--- src/core/ptls_defines.svh ---
// Register offsets, field positions, reset values for the port line status bank.
// Assumes inclusion by bare name from the design file and the testbench.
`ifndef PTLS_DEFINES_SVH
`define PTLS_DEFINES_SVH
`define PTLS_OFF_TXADV1     3'h2
`define PTLS_OFF_TXADV0     3'h3
`define PTLS_OFF_LINEMODE   3'h4
`define PTLS_OFF_STATUS     3'h5
`define PTLS_OFF_TEST6      3'h6
`define PTLS_OFF_TEST7      3'h7
`define PTLS_RST_TXADV1     8'h00
`define PTLS_RST_TXADV0     8'ha8
`define PTLS_RST_LINEMODE   8'h80
`define PTLS_BIT_EQ         0
`define PTLS_BIT_LOOP       0
`define PTLS_BIT_COAX       7
`define PTLS_BIT_RX_SIGNAL_LOST      4
`define PTLS_BIT_RX_LOCK_LOST      3
`define PTLS_BIT_TX_LOCK_LOST      1
`define PTLS_BIT_TX_FIFO_ERROR       0
`define PTLS_BOOST_NORMAL   2'h0
`define PTLS_BOOST_FIVE     2'h1
`define PTLS_BOOST_TEST_RESERVED     2'h2
`define PTLS_BOOST_TEN      2'h3
`endif

--- src/core/ptls_pkg.sv ---
// Types shared by the port line status bank.
// Assumes the defines header is on the include path.
package ptls_pkg;
   typedef enum logic [1:0] {
      PTLS_AMP_NORMAL = 2'b00,
      PTLS_AMP_FIVE   = 2'b01,
      PTLS_AMP_TEST_RESERVED   = 2'b10,
      PTLS_AMP_TEN    = 2'b11
   } ptls_amp_t;
   typedef struct packed {
      logic [7:0] txAdv1;
      logic [7:0] txAdv0;
      logic [7:0] lineMode;
      logic [3:0] alarm;     // rx_signal_lost, rx_lock_lost, tx_lock_lost, fifoErr
      logic       fifoRstQ;
   } ptls_state_t;
endpackage

--- src/core/port_tx_line_status_regs.sv ---
// Per-port transmit/line control and alarm status register bank.
// Assumes a serial control port front end delivering one-cycle rd/wr strobes.
`timescale 1ns/1ps
`default_nettype none
`include "ptls_defines.svh"
module port_tx_line_status_regs
   import ptls_pkg::*;
#(
   parameter int REG_W = 8
)
(
   input  wire logic       mclk,
   input  wire logic       rst_b,
   input  wire logic [2:0] regAddr,
   input  wire logic       regWr,
   input  wire logic       regRd,
   input  wire logic [7:0] regWdata,
   output logic      [7:0] regRdata,
   input  wire logic       fifoPtrResetIn,
   input  wire logic       rxAlarmOverride,
   input  wire logic       rxSignalLostIn,
   input  wire logic       rxLockLostIn,
   input  wire logic       txLockLostIn,
   input  wire logic       txFifoErrorIn,
   output logic            txInputEqualizerEnable,
   output logic      [1:0] txAmplitudeBoost,
   output logic            fullDigitalLoopback,
   output logic            coaxLineSelect,
   output logic            coaxCodecEnable,
   output logic            coaxDriverEnable,
   output logic            opticalTxEnable,
   output logic            txFifoPointerReset,
   output logic            rxDetectCounterReset
);
   ptls_state_t st_r;
   ptls_state_t st_nxt;
   logic [3:0]  evt;
   logic        rdStatus;

   // Refuse widths the fixed eight-bit register map cannot serve
   if (REG_W != 8) begin : g_badWidth
      $error("register width must be 8");
   end

   // Register index match, shared by the read-clear decode and the checks
   function automatic logic hitIdx(input logic [2:0] a, input logic [2:0] idx);
      return a == idx;
   endfunction

   // Live alarm events, receive ones masked by override
   always_comb begin
      evt[3] = rxSignalLostIn & ~rxAlarmOverride;
      evt[2] = rxLockLostIn & ~rxAlarmOverride;
      evt[1] = txLockLostIn;
      evt[0] = txFifoErrorIn;
      rdStatus = regRd && hitIdx(regAddr, `PTLS_OFF_STATUS);
   end

   // Next state: writes, sticky alarms, read clear
   always_comb begin
      st_nxt = st_r;
      st_nxt.fifoRstQ = fifoPtrResetIn;
      if (regWr) begin
         case (regAddr)
            `PTLS_OFF_TXADV1:   st_nxt.txAdv1 = regWdata;
            `PTLS_OFF_TXADV0:   st_nxt.txAdv0 = regWdata;
            `PTLS_OFF_LINEMODE: st_nxt.lineMode = regWdata;
            default:            st_nxt.txAdv1 = st_r.txAdv1;
         endcase
      end
      if (rdStatus) begin
         st_nxt.alarm = 4'h0;
      end
      st_nxt.alarm = st_nxt.alarm | evt;
      if (rxAlarmOverride) begin
         st_nxt.alarm[3:2] = 2'h0;
      end
      if (fifoPtrResetIn) begin
         st_nxt.alarm[0] = 1'b0;
      end
   end

   always_ff @(posedge mclk or negedge rst_b) begin
      if (!rst_b) begin
         st_r <= '{`PTLS_RST_TXADV1, `PTLS_RST_TXADV0, `PTLS_RST_LINEMODE, 4'h0, 1'b0};
      end else begin
         st_r <= st_nxt;
      end
   end

   // Read mux, status bits in their positions
   always_comb begin
      case (regAddr)
         `PTLS_OFF_TXADV1:   regRdata = st_r.txAdv1;
         `PTLS_OFF_TXADV0:   regRdata = st_r.txAdv0;
         `PTLS_OFF_LINEMODE: regRdata = st_r.lineMode;
         `PTLS_OFF_STATUS:   regRdata = {3'h0, st_r.alarm[3:2], 1'b0, st_r.alarm[1:0]};
         default:            regRdata = 8'h00;
      endcase
   end

   // Control outputs to analog and datapath
   assign txInputEqualizerEnable = st_r.txAdv1[`PTLS_BIT_EQ];
   assign txAmplitudeBoost       = st_r.txAdv0[2:1];
   assign fullDigitalLoopback    = st_r.txAdv0[`PTLS_BIT_LOOP];
   assign coaxLineSelect         = st_r.lineMode[`PTLS_BIT_COAX];
   assign coaxCodecEnable        = st_r.lineMode[`PTLS_BIT_COAX];
   assign coaxDriverEnable       = st_r.lineMode[`PTLS_BIT_COAX];
   assign opticalTxEnable        = ~st_r.lineMode[`PTLS_BIT_COAX];
   assign txFifoPointerReset     = st_r.fifoRstQ;
   assign rxDetectCounterReset   = rxAlarmOverride;

   property p_ferrClear;
      @(posedge mclk) disable iff (!rst_b)
      fifoPtrResetIn |=> !st_r.alarm[0];
   endproperty
   a_ferrClear: assert property (p_ferrClear) else $error("fifo error not cleared");
   property p_ferrSet;
      @(posedge mclk) disable iff (!rst_b)
      (txFifoErrorIn && !fifoPtrResetIn) |=> st_r.alarm[0];
   endproperty
   a_ferrSet: assert property (p_ferrSet) else $error("fifo error not latched");
   property p_override;
      @(posedge mclk) disable iff (!rst_b)
      rxAlarmOverride |=> (st_r.alarm[3:2] == 2'h0);
   endproperty
   a_override: assert property (p_override) else $error("override left rx alarm");
   property p_losSet;
      @(posedge mclk) disable iff (!rst_b)
      (rxSignalLostIn && !rxAlarmOverride) |=> st_r.alarm[3];
   endproperty
   a_losSet: assert property (p_losSet) else $error("los not latched");
   property p_lolSet;
      @(posedge mclk) disable iff (!rst_b)
      (rxLockLostIn && !rxAlarmOverride) |=> st_r.alarm[2];
   endproperty
   a_lolSet: assert property (p_lolSet) else $error("rx lol not latched");
   property p_txlolSet;
      @(posedge mclk) disable iff (!rst_b)
      txLockLostIn |=> st_r.alarm[1];
   endproperty
   a_txlolSet: assert property (p_txlolSet) else $error("tx lol not latched");
   property p_readClear;
      @(posedge mclk) disable iff (!rst_b)
      (rdStatus && !txLockLostIn) |=> !st_r.alarm[1];
   endproperty
   a_readClear: assert property (p_readClear) else $error("read did not clear");
   property p_modeExcl;
      @(posedge mclk) disable iff (!rst_b)
      (coaxDriverEnable != opticalTxEnable) && (coaxCodecEnable == coaxLineSelect);
   endproperty
   a_modeExcl: assert property (p_modeExcl) else $error("line mode overlap");
   property p_eqWrite;
      @(posedge mclk) disable iff (!rst_b)
      (regWr && regAddr == `PTLS_OFF_TXADV1) |=> (txInputEqualizerEnable == $past(regWdata[0]));
   endproperty
   a_eqWrite: assert property (p_eqWrite) else $error("equalizer bit not taken");
   property p_loopWrite;
      @(posedge mclk) disable iff (!rst_b)
      (regWr && regAddr == `PTLS_OFF_TXADV0) |=>
         (fullDigitalLoopback == $past(regWdata[0])) && (txAmplitudeBoost == $past(regWdata[2:1]));
   endproperty
   a_loopWrite: assert property (p_loopWrite) else $error("adv0 write not taken");
   property p_fifoRst;
      @(posedge mclk) disable iff (!rst_b)
      fifoPtrResetIn |=> txFifoPointerReset;
   endproperty
   a_fifoRst: assert property (p_fifoRst) else $error("pointer reset missing");

   // Line select bit must follow a write to the mode register
   property p_coaxSel;
      @(posedge mclk) disable iff (!rst_b)
      (regWr && hitIdx(regAddr, `PTLS_OFF_LINEMODE)) |=> (coaxLineSelect == $past(regWdata[7]));
   endproperty
   a_coaxSel: assert property (p_coaxSel) else $error("line select not taken");

   // Read clear of each alarm when its cause has gone
   property p_losReadClear;
      @(posedge mclk) disable iff (!rst_b)
      (rdStatus && !rxSignalLostIn) |=> !st_r.alarm[3];
   endproperty
   a_losReadClear: assert property (p_losReadClear) else $error("los kept after read");

   property p_lolReadClear;
      @(posedge mclk) disable iff (!rst_b)
      (rdStatus && !rxLockLostIn) |=> !st_r.alarm[2];
   endproperty
   a_lolReadClear: assert property (p_lolReadClear) else $error("rx lol kept after read");

   property p_ferrReadClear;
      @(posedge mclk) disable iff (!rst_b)
      (rdStatus && !txFifoErrorIn) |=> !st_r.alarm[0];
   endproperty
   a_ferrReadClear: assert property (p_ferrReadClear) else $error("fifo error kept");

   // Status bits sit at their fixed positions, unused ones read zero
   property p_statusMap;
      @(posedge mclk) disable iff (!rst_b)
      hitIdx(regAddr, `PTLS_OFF_STATUS) |->
         (regRdata == {3'h0, st_r.alarm[3:2], 1'b0, st_r.alarm[1:0]});
   endproperty
   a_statusMap: assert property (p_statusMap) else $error("status bit map wrong");

   // Override keeps the detection counters in reset
   property p_cntRst;
      @(posedge mclk) disable iff (!rst_b)
      rxAlarmOverride |-> rxDetectCounterReset;
   endproperty
   a_cntRst: assert property (p_cntRst) else $error("counter reset missing");
endmodule
`default_nettype wire

--- config.mk ---
export PLATFORM = sky130hd
export DESIGN_NAME = port_tx_line_status_regs
export DESIGN_NICKNAME = d
export VERILOG_FILES = /design/src/core/ptls_pkg.sv /design/src/core/port_tx_line_status_regs.sv
export VERILOG_INCLUDE_DIRS = /design/src /design/src/core
export SDC_FILE = /design/constraint.sdc
export NUM_CORES = 1
export LEC_CHECK = 0
export BUFFER_PORTS_ARGS = -buffer_cell sky130_fd_sc_hd__buf_4
export CORE_MARGIN = 1
export CORE_UTILIZATION = 50
export DETAILED_ROUTE_END_ITERATION = 6
export PLACE_DENSITY = 0.79
export SLEW_MARGIN = 5
export SYNTH_ARGS = -nofsm -noshare
export SYNTH_HDL_FRONTEND = slang
export SYNTH_SLANG_ARGS = --single-unit
--- constraint.sdc ---
create_clock -name mclk -period 1.5 [get_ports mclk]
set_clock_uncertainty 0.2 [all_clocks]
set_input_delay 0.3 -clock mclk [delete_from_list [all_inputs] [get_ports mclk]]
set_output_delay 0.3 -clock mclk [all_outputs]
set_load 0.01 [all_outputs]
==> summary.txt <==
Global routing
  • Total gr overflow: 0
  • Largest net degree at the start of global routing: 30
  • Vias in the first global route: 1053
  • First-pass GRT wire length: 4.77 mm
  • Gr usage total: 0.244
  • Antenna violations before repair: 0

Worst setup path
  • Crit start category: flop
  • Critical path fanouts, max: 2
  • Crit path DAT: 1.23 ns
  • CP Cell Sequence: mux2i_1, o22ai_1, buf_4
  • CP max stage delay: 0.53 ns
  • Setup Crit Path Kind: flop to primary output
  • Critical Path End Type: primary output
  • Slowest stage cell on the critical path: dfstp_2
  • CP required: 1.00 ns

STA
  • Final period util: 1.15
  • Worst setup margin: -0.232 ns
  • Final setup viols: 12
  • Slew headroom: 0.759
  • Fin. Hold Viols: 0
  • Hold slack final: 0.0158 ns
  • Post-route minimum period: 1.73 ns
  • Setup repair after global routing missed its margin: true
  • Fin. max-slew vios: 0
  • Final TNS setup: -1.68 ns
  • Worst-margin pin slew: 0.361 ns
  • Fmax: 0.577 GHz

Place
  • Pre-CTS setup slack: -0.127 ns
  • Final Wtd Congestion: 0.779
  • Post-DP HPWL: 2.11 mm
  • Quantity of I/O buffers inserted on ports: 38
  • Placed Cells: 173

Run
  • Max Cap Viol: 0

Clock tree
  • Root buf cell: clkbuf_4
  • Reg clk slew, reported paths: 0.09 ns
  • CTS max path bufs: 2
  • CTS Buf Count: 5
  • H-Tree Depth: 2
  • CTS Sinks: 29
  • Worst-Skew Late Latency: 0.32 ns
  • CTS tree: built

Layout
  • Synth-to-layout area growth: 44.7%
  • Nets@finish: 185
  • Ratio of cells with drive above 1 in the final layout: 0.564
  • Antenna cells: 0
  • Fin util: 0.774
  • Final Non-Filler Cells: 195

Detailed routing
  • DR DRC count: 0
  • Routed wire per std cell: 16.4 µm
  • Initial detailed-routing violation count: 26
  • Drt via density: 5.42
  • Post-DRT Antenna Nets: 0
  • Drt first pass iters: 4
  • Post-Route WL: 3.20 mm
  • Via count: 1056

Synthesis
  • Top-area cell type share of the netlist area: 0.463
  • Post-Syn Area: 1350 µm²
  • Count leader, synth: dfrtp_1
  • Top cells by count, synth: dfrtp_1, mux2_2, mux2i_1, buf_4
  • Sequential share of the synthesized area: 0.541
  • Ys flop type: dfrtp_1
  • Ys async rst share: 1.00
  • Average cell area after synthesis: 13.1 µm²
  • Synthesized Nets: 124
  • Post-synth EDFFs: 0
  • #FFs+latches synth: 29
  • Area leader, netlist: dfrtp_1
  • Yosys warnings: 0
  • Distinct cells, synth: 22
  • Area contributors post-synth: dfrtp_1, mux2_2, dfstp_2, mux2i_1, buf_4
  • Synthesized instance count: 103

Min path
  • HP Class: input pin to flop

Outcome
  • Failing checks: setup timing
  • Status: complete, but fails checks

Floorplan
  • Die H: 54.0 µm
  • Core Area: 2520 µm²
  • I/O pins: 39
  • Chip Width: 54.0 µm
  • Initial Utilization: 0.535
  • Core Rows: 18
  • Die area: 2910 µm²

Power and ir drop
  • Pwr Density: 1090 nW/µm²
  • P_leak: 0.000927 µW
  • Peak VDD IR: 912 µV
-- layer usage --
metal	global-route usage	share of wire
met5	0	0
met2	0.430	0.54
met3	0.0989	0.049
met1	0.254	0.40
met4	0.0965	0.013
-- state kept, by name, indices dropped and copies added (netlist names) --
signal                  flops
fullDigitalLoopback         1
txFifoPointerReset          1
txAmplitudeBoost            2
txInputEqualizerEnable      1
coaxCodecEnable             1
st_r                       23
-- layout by cell type, fill, tap and decap left out, types with 2 or more instances in the layout --
cell and n:
a21oi_1 4, nor2_1 3, mux2_2 18, mux2_4 6, clkbuf_4 5, dfstp_2 4, nand2_1 4, buf_4 44
dlygate4sd3_1 8, o21ai_1 4, clkbuf_1 3, o22ai_1 3, nor3b_4 2, nor2b_1 2, buf_6 11, mux2i_1 10
dfrtp_1 25
-- final timing paths --
| path | from | slack (ns) | end | cells after the start |
|---|---|---|---|---|
| setup / recovery | st_r[16] | -0.23 | regRdata[3] | 3 |
| hold / removal | regWdata[5] | 0.02 | st_r[10] | 2 |
| setup reg to reg | fullDigitalLoopback | 0.41 | fullDigitalLoopback | 2 |
| hold reg to reg | st_r[2] | 0.30 | st_r[2] | 1 |
| max in group asynchronous | rst_b | 0.56 | st_r[20] | 2 |
| min in group asynchronous | rst_b | 0.21 | st_r[2] | 2 |
-- report_power, final --
part	internal, µW	switching [µW]	leakage (µW)
sequential	950	97.6	0.000340
clock	186	259	0.0000265
combinational	410	233	0.000560
total	1550	589	0.000927
-- through the flow --
stage | instance area, µm² | total power (µW)
after floorplan | 1410 | 1360
final | 1950 | 2140
after global placement | 1730 | 1550
after CTS | 1880 | 2070
after detailed placement | 1730 | 1580
after global routing | 1950 | 2240
-- area by class of cell --
class                      count  area (µm²)
clock buffer                   8        48.8
fill                         166         569
inverter                       1        3.75
multi-input combinational     64         598
sequential                    29         731
tap                           30        37.5
timing repair buffer          63         534
-- worst max-delay path, delay by kind of cell (launching register included) --
kind,cells,cell delay (ns)
DFF,1,0.53
AOI/OAI and AO/OA,1,0.17
buffers and inverters,1,0.15
muxes,1,0.06
-- logic make-up (layout without fill, tap and decap cells) --
| group | count (synthesis) | in the layout | share of synthesized area |
|---|---|---|---|
| buffers and inverters | 10 | 72 | 0.0473 |
| flip-flops | 29 | 29 | 0.541 |
| AO/OA/AOI/OAI | 14 | 14 | 0.0612 |
| AND/OR/NAND/NOR | 16 | 16 | 0.0760 |
| multiplexers | 34 | 34 | 0.274 |
-- timing repair --
action,4_1_cts,5_1_grt
buffers inserted,3,3
gates cloned,0,0
endpoints found under the setup margin,12,15
hold endpoints to repair,34,1
resized for setup,3,11
pin swaps,0,2
hold buffers,7,1
(Power assumes the default switching activity.)
